$ cat config.mk
export PLATFORM = sky130hd
export DESIGN_NAME = cgio_top
export DESIGN_NICKNAME = d
export VERILOG_FILES = /design/src/rtl/cgio_pkg.sv /design/src/rtl/cgio_tmr_if.sv /design/src/rtl/cgio_filter.sv /design/src/rtl/cgio_pulse.sv /design/src/rtl/cgio_top.sv
export SDC_FILE = /design/constraint.sdc
export NUM_CORES = 1
export LEC_CHECK = 0
export BUFFER_PORTS_ARGS = -buffer_cell sky130_fd_sc_hd__buf_2
export CORE_UTILIZATION = 41
export DETAILED_ROUTE_END_ITERATION = 8
export PLACE_DENSITY = 0.71
export SLEW_MARGIN = 20
export SYNTH_ARGS = -nofsm -noshare
export SYNTH_HDL_FRONTEND = slang
export SYNTH_HIERARCHICAL = 1
export SYNTH_SLANG_ARGS = --single-unit
$ cat constraint.sdc
create_clock -name clk_i -period 3.5 [get_ports clk_i]
set_clock_uncertainty 0.2 [all_clocks]
set_input_delay 0.35 -clock clk_i [delete_from_list [all_inputs] [get_ports clk_i]]
set_output_delay 0.35 -clock clk_i [all_outputs]
set_load 0.005 [all_outputs]
$ cat src/rtl/cgio_pkg.sv
// Operation
// - an input change is accepted only after holding the filter time, 1 to 255 us
// - each input line keeps its own filter time setting
// - filter time is reachable only while line pick selects an input
// - each line has an inverter; set inverts the signal, clear passes it
// - level readback returns the picked line's present level on a host poll only
// - output driver select acts only when the picked line is an output
// - driver select off leaves the output circuit open
// - host driven outputs follow host output level when host output commit is written
// - exposure begin mode pulses when the sensor really starts exposing
// - exposure finish mode pulses when the sensor stops exposing
// - readout begin mode pulses when the sensor starts reading out
// - readout finish mode pulses when the sensor finishes reading out
// - first input mode pulses each time input one goes active, after filter and inverter
// - second input mode pulses each time input two goes active
// - each pulse stays active for the output pulse width, 1 to 100000 us
// - pulse width applies only to outputs in an event pulse mode
// - line pick chooses the line; lines one and two input, three and four output
package cgio_pkg;

  // ----------------------------------------
  // timing
  // ----------------------------------------
  localparam int unsigned CLK_HZ = 20_000_000;
  localparam int unsigned TICK_PERIOD_US = 1;
  localparam int unsigned CLK_PER_TICK = (CLK_HZ / 1_000_000) * TICK_PERIOD_US;
  localparam int unsigned SPAN_W = 17;

  // ----------------------------------------
  // line layout
  // ----------------------------------------
  localparam int unsigned NUM_LINES = 4;
  localparam int unsigned NUM_INPUTS = 2;
  localparam int unsigned NUM_OUTPUTS = 2;

  // ----------------------------------------
  // register offsets
  // ----------------------------------------
  localparam logic [7:0] ADDR_LINE_PICK = 8'h00;
  localparam logic [7:0] ADDR_LINE_DIRECTION = 8'h04;
  localparam logic [7:0] ADDR_INPUT_FILTER_TIME = 8'h08;
  localparam logic [7:0] ADDR_LINE_INVERT = 8'h0C;
  localparam logic [7:0] ADDR_LEVEL_READBACK = 8'h10;
  localparam logic [7:0] ADDR_OUTPUT_DRIVER_SELECT = 8'h14;
  localparam logic [7:0] ADDR_OUTPUT_PULSE_WIDTH = 8'h18;
  localparam logic [7:0] ADDR_HOST_OUTPUT_LEVEL = 8'h1C;
  localparam logic [7:0] ADDR_HOST_OUTPUT_COMMIT = 8'h20;

  // ----------------------------------------
  // limits and reset values
  // ----------------------------------------
  localparam logic [31:0] FILTER_MIN = 32'h00000001;
  localparam logic [31:0] FILTER_MAX = 32'h000000FF;
  localparam logic [31:0] WIDTH_MIN = 32'h00000001;
  localparam logic [31:0] WIDTH_MAX = 32'h000186A0;
  localparam logic [7:0] FILTER_RST = 8'h01;
  localparam logic [16:0] WIDTH_RST = 17'h00001;
  localparam logic [1:0] PICK_RST = 2'h0;

  // ----------------------------------------
  // output driver select codes
  // ----------------------------------------
  localparam logic [2:0] SRC_OFF = 3'h0;
  localparam logic [2:0] SRC_HOST_DRIVEN = 3'h1;
  localparam logic [2:0] SRC_PULSE_EXPOSURE_BEGIN = 3'h2;
  localparam logic [2:0] SRC_PULSE_EXPOSURE_FINISH = 3'h3;
  localparam logic [2:0] SRC_PULSE_READOUT_BEGIN = 3'h4;
  localparam logic [2:0] SRC_PULSE_READOUT_FINISH = 3'h5;
  localparam logic [2:0] SRC_PULSE_ON_FIRST_INPUT = 3'h6;
  localparam logic [2:0] SRC_PULSE_ON_SECOND_INPUT = 3'h7;

endpackage

$ cat src/rtl/cgio_tmr_if.sv
interface cgio_tmr_if;
  logic tick;
  logic [cgio_pkg::SPAN_W-1:0] span;
  logic stim;
  logic resp;
  modport ctrl (output tick, output span, output stim, input resp);
  modport timer (input tick, input span, input stim, output resp);
endinterface

$ cat src/rtl/cgio_filter.sv
module cgio_filter #(
  parameter int unsigned CLK_PER_TICK = cgio_pkg::CLK_PER_TICK
) (
  input wire logic clk_i,
  input wire logic rstn_i,
  cgio_tmr_if.timer tmr
);
  logic level_reg, level_next;
  logic [cgio_pkg::SPAN_W-1:0] cnt_reg, cnt_next;
  logic [15:0] run_reg, run_next;

  // a level that flickers back restarts the count from zero
  always_comb begin
    level_next = level_reg;
    cnt_next = cnt_reg;
    run_next = (tmr.stim == level_reg) ? 16'h0000 : ((&run_reg) ? run_reg : run_reg + 16'h0001);
    if (tmr.stim == level_reg) begin
      cnt_next = '0;
    end else if (tmr.tick) begin
      if (cnt_reg >= tmr.span) begin
        level_next = tmr.stim;
        cnt_next = '0;
      end else begin
        cnt_next = cnt_reg + 1'b1;
      end
    end
  end

  always_ff @(posedge clk_i) begin
    if (!rstn_i) begin
      level_reg <= 1'b0;
      cnt_reg <= '0;
      run_reg <= 16'h0000;
    end else begin
      level_reg <= level_next;
      cnt_reg <= cnt_next;
      run_reg <= run_next;
    end
  end

  assign tmr.resp = level_reg;

  property p_filter_hold;
    @(posedge clk_i) disable iff (!rstn_i)
    $changed(level_reg) |-> ($past(run_reg) >= 32'(tmr.span) * CLK_PER_TICK) && ($past(tmr.stim) == level_reg);
  endproperty
  a_filter_hold: assert property (p_filter_hold) else $error("input accepted before filter time");
endmodule

$ cat src/rtl/cgio_pulse.sv
module cgio_pulse (
  input wire logic clk_i,
  input wire logic rstn_i,
  cgio_tmr_if.timer tmr
);
  logic [cgio_pkg::SPAN_W-1:0] cnt_reg, cnt_next;

  // one extra tick so the pulse never falls short of the width
  always_comb begin
    cnt_next = cnt_reg;
    if (tmr.stim) begin
      cnt_next = tmr.span + 1'b1;
    end else if (tmr.tick && (cnt_reg != '0)) begin
      cnt_next = cnt_reg - 1'b1;
    end
  end

  always_ff @(posedge clk_i) begin
    if (!rstn_i) begin
      cnt_reg <= '0;
    end else begin
      cnt_reg <= cnt_next;
    end
  end

  assign tmr.resp = (cnt_reg != '0);

  property p_pulse_restart;
    @(posedge clk_i) disable iff (!rstn_i)
    tmr.stim |=> tmr.resp && (cnt_reg == $past(tmr.span) + 1'b1);
  endproperty
  a_pulse_restart: assert property (p_pulse_restart) else $error("pulse not started or restarted");

  property p_pulse_end;
    @(posedge clk_i) disable iff (!rstn_i)
    $fell(tmr.resp) |-> $past(tmr.tick) && !$past(tmr.stim) && ($past(cnt_reg) == 17'h00001);
  endproperty
  a_pulse_end: assert property (p_pulse_end) else $error("pulse ended before its width");
endmodule

$ cat src/rtl/cgio_top.sv
module cgio_top #(
  parameter int unsigned CLK_PER_TICK = cgio_pkg::CLK_PER_TICK
) (
  input wire logic clk_i,
  input wire logic rstn_i,
  input wire logic hsel_i,
  input wire logic [31:0] haddr_i,
  input wire logic [1:0] htrans_i,
  input wire logic hwrite_i,
  input wire logic [2:0] hsize_i,
  input wire logic [31:0] hwdata_i,
  input wire logic hready_i,
  output logic hreadyout_o,
  output logic hresp_o,
  output logic [31:0] hrdata_o,
  input wire logic [1:0] gpi_i,
  input wire logic exposure_begin_i,
  input wire logic exposure_finish_i,
  input wire logic readout_begin_i,
  input wire logic readout_finish_i,
  output logic [1:0] gpo_o
);

  // ----------------------------------------
  // elaboration checks
  // ----------------------------------------
  if (CLK_PER_TICK < 1 || CLK_PER_TICK > 65535) begin : g_bad_tick
    $error("CLK_PER_TICK out of range");
  end

  // ----------------------------------------
  // microsecond tick divider
  // ----------------------------------------
  logic [15:0] div_reg, div_next;
  logic tick_reg, tick_next;
  always_comb begin
    tick_next = (div_reg == 16'(CLK_PER_TICK - 1));
    div_next = tick_next ? 16'h0000 : div_reg + 16'h0001;
  end

  always_ff @(posedge clk_i) begin
    if (!rstn_i) begin
      div_reg <= 16'h0000;
      tick_reg <= 1'b0;
    end else begin
      div_reg <= div_next;
      tick_reg <= tick_next;
    end
  end

  // ----------------------------------------
  // pin synchronisers
  // ----------------------------------------
  logic [1:0] gpi_meta_reg, gpi_meta_next;
  logic [1:0] gpi_sync_reg, gpi_sync_next;
  always_comb begin
    gpi_meta_next = gpi_i;
    gpi_sync_next = gpi_meta_reg;
  end

  always_ff @(posedge clk_i) begin
    if (!rstn_i) begin
      gpi_meta_reg <= 2'h0;
      gpi_sync_reg <= 2'h0;
    end else begin
      gpi_meta_reg <= gpi_meta_next;
      gpi_sync_reg <= gpi_sync_next;
    end
  end

  // ----------------------------------------
  // ahb-lite slave
  // ----------------------------------------
  logic wr_pend_reg, wr_pend_next;
  logic rd_pend_reg, rd_pend_next;
  logic [7:0] addr_reg, addr_next;
  logic [31:0] rdata_reg, rdata_next;
  logic addr_phase;
  logic wr_en;
  logic [31:0] rd_mux;
  // reads take one wait state so the answer reflects a register write just before it; an output line's level readback shows it one cycle later
  assign addr_phase = hsel_i && htrans_i[1] && hready_i;
  assign wr_en = wr_pend_reg;
  assign hreadyout_o = !rd_pend_reg;
  assign hresp_o = 1'b0;
  assign hrdata_o = rdata_reg;
  always_comb begin
    wr_pend_next = addr_phase && hwrite_i;
    rd_pend_next = addr_phase && !hwrite_i;
    addr_next = addr_phase ? {haddr_i[7:2], 2'b00} : addr_reg;
    rdata_next = rd_pend_reg ? rd_mux : rdata_reg;
  end

  always_ff @(posedge clk_i) begin
    if (!rstn_i) begin
      wr_pend_reg <= 1'b0;
      rd_pend_reg <= 1'b0;
      addr_reg <= 8'h00;
      rdata_reg <= 32'h00000000;
    end else begin
      wr_pend_reg <= wr_pend_next;
      rd_pend_reg <= rd_pend_next;
      addr_reg <= addr_next;
      rdata_reg <= rdata_next;
    end
  end

  // ----------------------------------------
  // per line configuration
  // ----------------------------------------
  logic [1:0] pick_reg, pick_next;
  logic [7:0] filter_reg [cgio_pkg::NUM_INPUTS];
  logic [7:0] filter_next [cgio_pkg::NUM_INPUTS];
  logic [3:0] inv_reg, inv_next;
  logic [2:0] src_reg [cgio_pkg::NUM_OUTPUTS];
  logic [2:0] src_next [cgio_pkg::NUM_OUTPUTS];
  logic [16:0] width_reg [cgio_pkg::NUM_OUTPUTS];
  logic [16:0] width_next [cgio_pkg::NUM_OUTPUTS];
  logic [1:0] host_lvl_reg, host_lvl_next;
  logic [1:0] commit_reg, commit_next;
  logic pick_is_input;
  logic pick_idx;
  logic pick_is_event;
  assign pick_is_input = !pick_reg[1];
  assign pick_idx = pick_reg[0];
  assign pick_is_event = (src_reg[pick_idx] != cgio_pkg::SRC_OFF) && (src_reg[pick_idx] != cgio_pkg::SRC_HOST_DRIVEN);
  always_comb begin
    pick_next = pick_reg;
    filter_next = filter_reg;
    inv_next = inv_reg;
    src_next = src_reg;
    width_next = width_reg;
    host_lvl_next = host_lvl_reg;
    commit_next = commit_reg;
    if (wr_en) begin
      if (addr_reg == cgio_pkg::ADDR_LINE_PICK) begin
        pick_next = hwdata_i[1:0];
      end else if (addr_reg == cgio_pkg::ADDR_INPUT_FILTER_TIME) begin
        if (pick_is_input && hwdata_i >= cgio_pkg::FILTER_MIN && hwdata_i <= cgio_pkg::FILTER_MAX) begin
          filter_next[pick_idx] = hwdata_i[7:0];
        end
      end else if (addr_reg == cgio_pkg::ADDR_LINE_INVERT) begin
        inv_next[pick_reg] = hwdata_i[0];
      end else if (addr_reg == cgio_pkg::ADDR_OUTPUT_DRIVER_SELECT) begin
        if (!pick_is_input) begin
          src_next[pick_idx] = hwdata_i[2:0];
        end
      end else if (addr_reg == cgio_pkg::ADDR_OUTPUT_PULSE_WIDTH) begin
        if (!pick_is_input && pick_is_event && hwdata_i >= cgio_pkg::WIDTH_MIN && hwdata_i <= cgio_pkg::WIDTH_MAX) begin
          width_next[pick_idx] = hwdata_i[16:0];
        end
      end else if (addr_reg == cgio_pkg::ADDR_HOST_OUTPUT_LEVEL) begin
        if (!pick_is_input) begin
          host_lvl_next[pick_idx] = hwdata_i[0];
        end
      end else if (addr_reg == cgio_pkg::ADDR_HOST_OUTPUT_COMMIT) begin
        // commit updates every host driven output at once
        for (int j = 0; j < cgio_pkg::NUM_OUTPUTS; j++) begin
          if (hwdata_i[0] && src_reg[j] == cgio_pkg::SRC_HOST_DRIVEN) begin
            commit_next[j] = host_lvl_reg[j];
          end
        end
      end
    end
  end

  always_ff @(posedge clk_i) begin
    if (!rstn_i) begin
      pick_reg <= cgio_pkg::PICK_RST;
      inv_reg <= 4'h0;
      host_lvl_reg <= 2'h0;
      commit_reg <= 2'h0;
      for (int i = 0; i < cgio_pkg::NUM_INPUTS; i++) begin
        filter_reg[i] <= cgio_pkg::FILTER_RST;
      end
      for (int j = 0; j < cgio_pkg::NUM_OUTPUTS; j++) begin
        src_reg[j] <= cgio_pkg::SRC_OFF;
        width_reg[j] <= cgio_pkg::WIDTH_RST;
      end
    end else begin
      pick_reg <= pick_next;
      filter_reg <= filter_next;
      inv_reg <= inv_next;
      src_reg <= src_next;
      width_reg <= width_next;
      host_lvl_reg <= host_lvl_next;
      commit_reg <= commit_next;
    end
  end

  // ----------------------------------------
  // input filters and output pulse timers
  // ----------------------------------------
  logic [1:0] in_clean;
  logic [1:0] in_level;
  logic [1:0] in_prev_reg, in_prev_next;
  logic [1:0] in_rise;
  logic [1:0] fire;
  logic [1:0] pulse_act;
  for (genvar i = 0; i < 2; i++) begin : g_line
    cgio_tmr_if flt_if ();
    cgio_tmr_if pls_if ();
    assign flt_if.tick = tick_reg;
    assign flt_if.span = {9'h000, filter_reg[i]};
    assign flt_if.stim = gpi_sync_reg[i];
    assign in_clean[i] = flt_if.resp;
    assign in_level[i] = in_clean[i] ^ inv_reg[i];
    assign in_rise[i] = in_level[i] && !in_prev_reg[i];
    cgio_filter #(.CLK_PER_TICK(CLK_PER_TICK)) u_filter (
      .clk_i(clk_i),
      .rstn_i(rstn_i),
      .tmr(flt_if.timer)
    );

    always_comb begin
      case (src_reg[i])
        cgio_pkg::SRC_PULSE_EXPOSURE_BEGIN: fire[i] = exposure_begin_i;
        cgio_pkg::SRC_PULSE_EXPOSURE_FINISH: fire[i] = exposure_finish_i;
        cgio_pkg::SRC_PULSE_READOUT_BEGIN: fire[i] = readout_begin_i;
        cgio_pkg::SRC_PULSE_READOUT_FINISH: fire[i] = readout_finish_i;
        cgio_pkg::SRC_PULSE_ON_FIRST_INPUT: fire[i] = in_rise[0];
        cgio_pkg::SRC_PULSE_ON_SECOND_INPUT: fire[i] = in_rise[1];
        default: fire[i] = 1'b0;
      endcase
    end

    assign pls_if.tick = tick_reg;
    assign pls_if.span = width_reg[i];
    assign pls_if.stim = fire[i];
    assign pulse_act[i] = pls_if.resp;
    cgio_pulse u_pulse (
      .clk_i(clk_i),
      .rstn_i(rstn_i),
      .tmr(pls_if.timer)
    );
  end

  // ----------------------------------------
  // output drive
  // ----------------------------------------
  logic [1:0] gpo_reg, gpo_next;
  always_comb begin
    in_prev_next = in_level;
    for (int j = 0; j < cgio_pkg::NUM_OUTPUTS; j++) begin
      if (src_reg[j] == cgio_pkg::SRC_OFF) begin
        gpo_next[j] = 1'b0;
      end else if (src_reg[j] == cgio_pkg::SRC_HOST_DRIVEN) begin
        gpo_next[j] = commit_reg[j] ^ inv_reg[2 + j];
      end else begin
        gpo_next[j] = pulse_act[j] ^ inv_reg[2 + j];
      end
    end
  end

  always_ff @(posedge clk_i) begin
    if (!rstn_i) begin
      gpo_reg <= 2'h0;
      in_prev_reg <= 2'h0;
    end else begin
      gpo_reg <= gpo_next;
      in_prev_reg <= in_prev_next;
    end
  end

  assign gpo_o = gpo_reg;

  // ----------------------------------------
  // read mux
  // ----------------------------------------
  logic [3:0] level_all;
  assign level_all = {gpo_reg, in_level};
  always_comb begin
    rd_mux = 32'h00000000;
    if (addr_reg == cgio_pkg::ADDR_LINE_PICK) begin
      rd_mux[1:0] = pick_reg;
    end else if (addr_reg == cgio_pkg::ADDR_LINE_DIRECTION) begin
      rd_mux[0] = !pick_is_input;
    end else if (addr_reg == cgio_pkg::ADDR_INPUT_FILTER_TIME) begin
      rd_mux[7:0] = pick_is_input ? filter_reg[pick_idx] : 8'h00;
    end else if (addr_reg == cgio_pkg::ADDR_LINE_INVERT) begin
      rd_mux[0] = inv_reg[pick_reg];
    end else if (addr_reg == cgio_pkg::ADDR_LEVEL_READBACK) begin
      rd_mux[0] = level_all[pick_reg];
    end else if (addr_reg == cgio_pkg::ADDR_OUTPUT_DRIVER_SELECT) begin
      rd_mux[2:0] = pick_is_input ? 3'h0 : src_reg[pick_idx];
    end else if (addr_reg == cgio_pkg::ADDR_OUTPUT_PULSE_WIDTH) begin
      rd_mux[16:0] = pick_is_input ? 17'h00000 : width_reg[pick_idx];
    end else if (addr_reg == cgio_pkg::ADDR_HOST_OUTPUT_LEVEL) begin
      rd_mux[0] = pick_is_input ? 1'b0 : host_lvl_reg[pick_idx];
    end
  end

  // ----------------------------------------
  // checks
  // ----------------------------------------
  property p_filter_split;
    @(posedge clk_i) disable iff (!rstn_i)
    (wr_en && addr_reg == cgio_pkg::ADDR_INPUT_FILTER_TIME && pick_reg == 2'h0) |=> $stable(filter_reg[1]);
  endproperty
  a_filter_split: assert property (p_filter_split) else $error("filter write leaked to other input");
  property p_filter_gate;
    @(posedge clk_i) disable iff (!rstn_i)
    (wr_en && addr_reg == cgio_pkg::ADDR_INPUT_FILTER_TIME && !pick_is_input)
      |=> $stable(filter_reg[0]) && $stable(filter_reg[1]);
  endproperty
  a_filter_gate: assert property (p_filter_gate) else $error("filter written while output picked");
  property p_input_invert;
    @(posedge clk_i) disable iff (!rstn_i)
    in_level[0] == (in_clean[0] != inv_reg[0]);
  endproperty
  a_input_invert: assert property (p_input_invert) else $error("input polarity wrong");
  property p_readback;
    @(posedge clk_i) disable iff (!rstn_i)
    (rd_pend_reg && addr_reg == cgio_pkg::ADDR_LEVEL_READBACK)
      |=> hreadyout_o && (hrdata_o[0] == $past(level_all[pick_reg])) && (hrdata_o[31:1] == 31'h00000000);
  endproperty
  a_readback: assert property (p_readback) else $error("level readback mismatch");
  property p_src_gate;
    @(posedge clk_i) disable iff (!rstn_i)
    (wr_en && addr_reg == cgio_pkg::ADDR_OUTPUT_DRIVER_SELECT && pick_is_input)
      |=> $stable(src_reg[0]) && $stable(src_reg[1]);
  endproperty
  a_src_gate: assert property (p_src_gate) else $error("source written while input picked");
  property p_off_open;
    @(posedge clk_i) disable iff (!rstn_i)
    (src_reg[0] == cgio_pkg::SRC_OFF) [*2] |-> !gpo_o[0];
  endproperty
  a_off_open: assert property (p_off_open) else $error("off output not open");
  property p_host_commit;
    @(posedge clk_i) disable iff (!rstn_i)
    (wr_en && addr_reg == cgio_pkg::ADDR_HOST_OUTPUT_COMMIT && hwdata_i[0]
      && src_reg[0] == cgio_pkg::SRC_HOST_DRIVEN && src_next[0] == cgio_pkg::SRC_HOST_DRIVEN
      && inv_next[2] == inv_reg[2])
      |-> ##2 gpo_o[0] == ($past(host_lvl_reg[0], 2) ^ inv_reg[2]);
  endproperty
  a_host_commit: assert property (p_host_commit) else $error("host commit not applied");
  property p_host_hold;
    @(posedge clk_i) disable iff (!rstn_i)
    (src_reg[0] == cgio_pkg::SRC_HOST_DRIVEN && !(wr_en && addr_reg == cgio_pkg::ADDR_HOST_OUTPUT_COMMIT))
      |=> $stable(commit_reg[0]);
  endproperty
  a_host_hold: assert property (p_host_hold) else $error("host level moved without commit");
  property p_exp_fire;
    @(posedge clk_i) disable iff (!rstn_i)
    (src_reg[1] == cgio_pkg::SRC_PULSE_EXPOSURE_BEGIN && exposure_begin_i && !inv_reg[3]
      && $stable(src_reg[1])) |=> ##1 gpo_o[1];
  endproperty
  a_exp_fire: assert property (p_exp_fire) else $error("exposure pulse missing");
  property p_input_fire;
    @(posedge clk_i) disable iff (!rstn_i)
    (src_reg[1] == cgio_pkg::SRC_PULSE_ON_FIRST_INPUT && in_rise[0]) |-> fire[1] ##1 pulse_act[1];
  endproperty
  a_input_fire: assert property (p_input_fire) else $error("input pulse missing");
  property p_width_gate;
    @(posedge clk_i) disable iff (!rstn_i)
    (wr_en && addr_reg == cgio_pkg::ADDR_OUTPUT_PULSE_WIDTH && !pick_is_event)
      |=> $stable(width_reg[0]) && $stable(width_reg[1]);
  endproperty
  a_width_gate: assert property (p_width_gate) else $error("width written outside pulse mode");
  property p_tick_rate;
    @(posedge clk_i) disable iff (!rstn_i)
    tick_reg |=> !tick_reg || (CLK_PER_TICK == 1);
  endproperty
  a_tick_rate: assert property (p_tick_rate) else $error("tick faster than divider");
endmodule

Yosys cells after proc, flatten, opt, wreduce, memory -nomap -nowiden
Cells that the tools add are included.

Add/subtract/negate cells: 7. Order comparisons: 11. Equal/unequal tests: 26. Mux-type cells: 70. Bitwise logic cells: 16. Reduce and logical (&&, ||, !) cells: 47.

Operator list (number): $mux W17 (11); $mux W16 (10); $add A17 B1 Y17 const B (4); $mux W8 (6); $bwmux W34 (1); $ge A17 B8 Y1 (2); $reduce_bool A17 Y1 (2); $sub A17 B1 Y17 const B (2); $mux W3 (11); $ge A32 B1 Y1 const B (1); $le A32 B17 Y1 const B (1); $le A32 B8 Y1 const B (1); $eq A3 B3 Y1 const B (8); $eq A6 B3 Y1 const B (4); $logic_and A1 B1 Y1 (19); $reduce_and A9 Y1 (2); $demux W17 S1 (1); $add A16 B1 Y16 const B (1); $bwmux W16 (1); $eq A16 B5 Y1 const B (1); $mux W15 (1); $mux W1 (14); $mux W14 (1); $eq A3 B2 Y1 const B (4); other kinds (38) (68).

Flip-flop bits (word level): 186. Input port bits: 80. Output and inout port bits: 36. Logic and storage cells: 205.

Logic depth before layout (Yosys ltp)
Word-level depth: 23. Mapped depth: 9. Depth with buffers taken out: 9.

By module
The synthesis kept the hierarchy.

By module, submodules not included: cgio_top (instances 1, cells an instance 588, area each 5402.7 µm², sequential area each 2322.2 µm²); cgio_pulse (instances 2, cells an instance 158, area each 1287.5 µm², sequential area each 340.3 µm²); cgio_filter (instances 2, cells an instance 148, area each 1208.7 µm², sequential area each 360.3 µm²).

Worst setup path after synthesis
Ideal clock, no wire load.

Path type: reg2reg. From: register g_line[0].u_filter.level_reg. To: register g_line[1].u_pulse/cnt_reg[12] (netlist bit). Setup time: 138 ps. Arrival: 1916 ps. Data required time: 3162 ps. Path slack: 1246 ps. Stages on the path, launching flop included: 10. Buffers on the path: 0. Period minus slack after synthesis: 2254 ps. Cell sequence: dfxtp_1 xor2_1 nor2b_1 mux4_2 nand2_1 o21ai_0 clkinv_1 or3_1 nand3_1 a31oi_1.

Cells in the longest elaborated chain, start to end: 4.

Ends and longest elaborated chain: start, declared (RTL line cgio_filter.sv:8) `logic level_reg, level_next;`; start signal, assigned (RTL line cgio_filter.sv:35) `level_reg <= level_next;`; $xor A1 B1 Y1 * (RTL line cgio_top.sv:207) `assign in_level[i] = in_clean[i] ^ inv_reg[i];`; $logic_and A1 B1 Y1 * (RTL line cgio_top.sv:208) `assign in_rise[i] = in_level[i] && !in_prev_reg[i];`; $pmux W1 S6 * (RTL line cgio_top.sv:216) `case (src_reg[i])`; net g_line[1].pls_if.stim (RTL line cgio_tmr_if.sv:4) `logic stim;`; $mux W17 or $reduce_bool A2 Y1 (tied branches); end signal, assigned (RTL line cgio_pulse.sv:22) `cnt_reg <= cnt_next;`; end, declared (RTL line cgio_pulse.sv:6) `logic [cgio_pkg::SPAN_W-1:0] cnt_reg, cnt_next;`.

Mark *: on every way through the listed nets, which the timed path passes. The rest lies on a longest branch. A chain may end at the register's enable or synchronous reset.

Worst setup path after layout
From: register addr_reg[4]. To: register width_reg, in the netlist g_line[1].pls_if.span[9].

Cells in the longest elaborated chain, start to end: 3.

Ends and longest elaborated chain: start, declared (RTL line cgio_top.sv:76) `logic [7:0] addr_reg, addr_next;`; start signal, assigned (RTL line cgio_top.sv:103) `addr_reg <= addr_next;`; $eq A6 B3 Y1, or another cell as far along (RTL line cgio_top.sv:144) `end else if (addr_reg == cgio_pkg::ADDR_OUTPUT_DRIVER_SELECT) begin`; $not A1 Y1 (no line); $reduce_and A7 Y1 (no line) *; end signal, assigned by index (RTL line cgio_top.sv:178) `width_reg[j] <= cgio_pkg::WIDTH_RST;`; end signal, assigned (RTL line cgio_top.sv:185) `width_reg <= width_next;`; end, declared (RTL line cgio_top.sv:117) `logic [16:0] width_reg [cgio_pkg::NUM_OUTPUTS];`.

Mark *: on every way between the ends. The rest lies on a longest branch, timed or not.

==> flow_summary.yaml <==
place:
  gp_congestion: 0.8846
  dp_hpwl_um: 17090
  dp_slack_ps: 722.5
  place_area_um2: 11010
  port_buffers: 69
floorplan:
  start_util: 0.4225
  num_rows: 57
  dieArea_um2: 26000
  die_w_um: 161.2
  ioPinCount: 116
  core_region_area_um2: 24600
  die_h_um: 161.2
setup_path:
  required_ps: 3660
  worstPathArrival_ps: 2980
  cp-startpoint: "addr_reg[4]$_SDFFE_PN0P_"
  worstReg2RegStart: "addr_reg[4]$_SDFFE_PN0P_"
  critical_path.endpoint: "g_line[1].pls_if.span[9]$_SDFFE_PN0P_"
  ff2ff_setup_slack_ps: 680
  end_kind: "flip-flop"
  reg2reg_to: "g_line[1].pls_if.span[9]$_SDFFE_PN0P_"
  cp_max_fo: 13
  reg2regPathDepth: 6
  crit_type: "flip-flop to flip-flop"
  cp-start-kind: "flip-flop"
power_and_ir_drop:
  net-switching-power_w: 0.0009470
  p_per_area_nw_per_um2: 367.1
  worst_ir_drop_vdd_mv: 0.3603
  p_int_w: 0.003363
  clock_power_share: 0.463
  pwr-share-seq: 0.496
  combPwrFrac: 0.042
  swShare: 0.2197
  leakagePower_nw: 4.692
timing:
  tightest_slew_ps: 780.4
  max_freq_ghz: 0.3541
  final-max-slew-violation-count: 0
  max_slew_margin: 0.4757
  finalCritPeriodShare: 0.8069
  fin_crit_ps: 2824
  tns_ps: 0
  worst_slack_ps: 675.8
  grt_setup_unrepaired: "no"
  final_hold_viol_count: 0
  whs_ps: 20.43
  setup_viol: 0
logic_synthesis:
  ys.flop_type: "dfxtp_1"
  synthAdderAreaFrac: 0.04935
  yosysTopAreaCellShare: 0.3582
  synth_common_cells: "186 x dfxtp_1, 137 x nand2_1, 128 x nor2_1"
  synthTopCellsByArea: "dfxtp_1 36%, mux2i_1 9.9%, xor2_1 5.4%, nand2_1 4.9%, ha_1 4.9%"
  synth_compound_area_frac: 0.1050
  yosysMostFrequentCell: "dfxtp_1"
  syn_area_per_cell_um2: 8.662
  synth_cell_types: 69
  synth.yosys.seq_area_share: 0.3582
  synth_edf_count: 0
  yosys.area_share.simple: 0.2375
  synthMuxAreaShare: 0.1129
  synth_top_family_by_area: "simple AND/OR/NAND/NOR gates"
  synth_cells: 1200
  synth-warning-count: 6
  ys_ff_latch: 186
  syn-cell-area_um2: 10390
  synthXorXnorAreaFrac: 0.08257
  synth-async-reset-ratio: 0
  synth_top_cell_by_area: "dfxtp_1"
cts:
  insertion_delay_ps: 430
  cts_root_buffer: "clkbuf_16"
  numCtsBuffers: 17
  post_cts.repair.setup_buffers: 0
  post_cts_resized: 0
  h-tree-depth: 4
  clk_path_buf_depth: 2
  path_clk_slew_ps: 70
  clock_sinks: 186
  cts_tree: "yes"
  ctsHoldBuffers: 11
global_routing:
  grt_pass1_vias: 8035
  grt_max_degree: 67
  overflow: 0
  antenna_found_initial: 0
  grtUsageTotal: 0.1860
  grt_pass1_wl_um: 39320
route:
  drc_errors: 0
  antenna_left: 0
  met2_length_um: 11060
  first_pass_iters: 5
  drtIter0Drc: 537
  routed-wl-met3_um: 826
  wl_met1_um: 11310
  wl_um: 23490
  routedWlPerCell_um: 14.52
  route.vias.total: 8433
  vias_per_cell: 5.212
  top_layer: "met4"
cells_and_area:
  n_antenna_cell: 0
  area_growth_syn_to_layout_pct: 12.95
  post-route-cell-area_um2: 11740
  drive_gt1_frac: 0.1159
  final_nets: 1402
  fin_util: 0.4772
run_status:
  status: "finished clean"
hold_path:
  hold_path_class: "input pin to flip-flop"
flow_run:
  max_cap_viol_count: 0
[layout make-up]
| class | count | area (µm²) |
|---|---|---|
| Fill cell | 2323 | 12860 |
| Multi-Input combinational cell | 931 | 6232 |
| Sequential cell | 186 | 3725 |
| Timing Repair Buffer | 92 | 560.5 |
| Clock buffer | 24 | 511.7 |
| Tap cell | 324 | 405.4 |
| Inverter | 53 | 198.9 |
| Clock inverter | 8 | 107.6 |
[cells by family (layout without fill, tap and decap cells)]
logic type | count (synthesis) | count (layout)
AOI/OAI and AO/OA | 158 | 158
buffers and inverters | 116 | 177
adders and majority gates | 41 | 41
xor gates and xnor gates | 98 | 98
DFF | 186 | 186
muxes | 111 | 111
other | 1 | 34
and+or+nand+nor | 489 | 489
[power by group through the flow]
| stage | sequential [W] | combinational, W | clock (W) |
|---|---|---|---|
| finish | 0.00214 | 0.000179 | 0.00200 |
| floorplan | 0.00218 | 0.000117 | 0 |
| global placement | 0.00218 | 0.000166 | 0 |
| global route | 0.00214 | 0.000201 | 0.00211 |
| detailed placement | 0.00218 | 0.000167 | 0 |
| CTS | 0.00214 | 0.000177 | 0.00203 |
[metrics by stage]
| stage | total power [W] | cells |
|---|---|---|
| 3_5_place_dp | 0.002351 | 1575 |
| 6_report | 0.004310 | 1618 |
| 4_1_cts | 0.004341 | 1618 |
| 3_3_place_gp | 0.002350 | 1575 |
| 5_1_grt | 0.004452 | 1618 |
| 2_1_floorplan | 0.002294 | 1233 |
[worst max-delay path, cell delays in order, from the launching register on]
cell and delay, ps:
dfxtp_1 540, or3b_1 420, or4b_4 540, nor2_2 120, and4_1 380, buf_4 320, mux2i_1 220
[routing by layer]
layer	global-route usage	vias to the layer above
li1	-	4339
met1	0.2488	3895
met2	0.3107	176
met3	0.02594	23
met4	0.05446	0
met5	0	-
[placed cells by master (no fill, tap or decap), types with 22 or more instances in the layout]
cell type  instances
a21oi_1           50
nor2_1           128
xor2_1            64
dfxtp_1          185
inv_1             51
nand2_1          137
xnor2_1           34
mux2i_1          103
ha_1              41
conb_1            34
nor3_1            22
o21ai_0           25
buf_2             68
nor4_1            22
nand4_1           32
nand3_1           45
[worst min-delay path by stage]
stage | startpoint | end | slack (ps) | depth (start not counted)
floorplan | gpi_meta_reg[0]$_SDFF_PN0_ | gpi_sync_reg[0]$_SDFF_PN0_ | 210 | 1
global placement | gpi_meta_reg[0]$_SDFF_PN0_ | gpi_sync_reg[0]$_SDFF_PN0_ | 220 | 1
detailed placement | gpi_meta_reg[0]$_SDFF_PN0_ | gpi_sync_reg[0]$_SDFF_PN0_ | 220 | 1
CTS | hwdata_i[16] | g_line[0].pls_if.span[16]$_SDFFE_PN0P_ | 8 | 3
global route | hwdata_i[16] | g_line[0].pls_if.span[16]$_SDFFE_PN0P_ | 20 | 3
finish | hwdata_i[12] | g_line[1].pls_if.span[12]$_SDFFE_PN0P_ | 20 | 3
(Power assumes the default switching activity.)
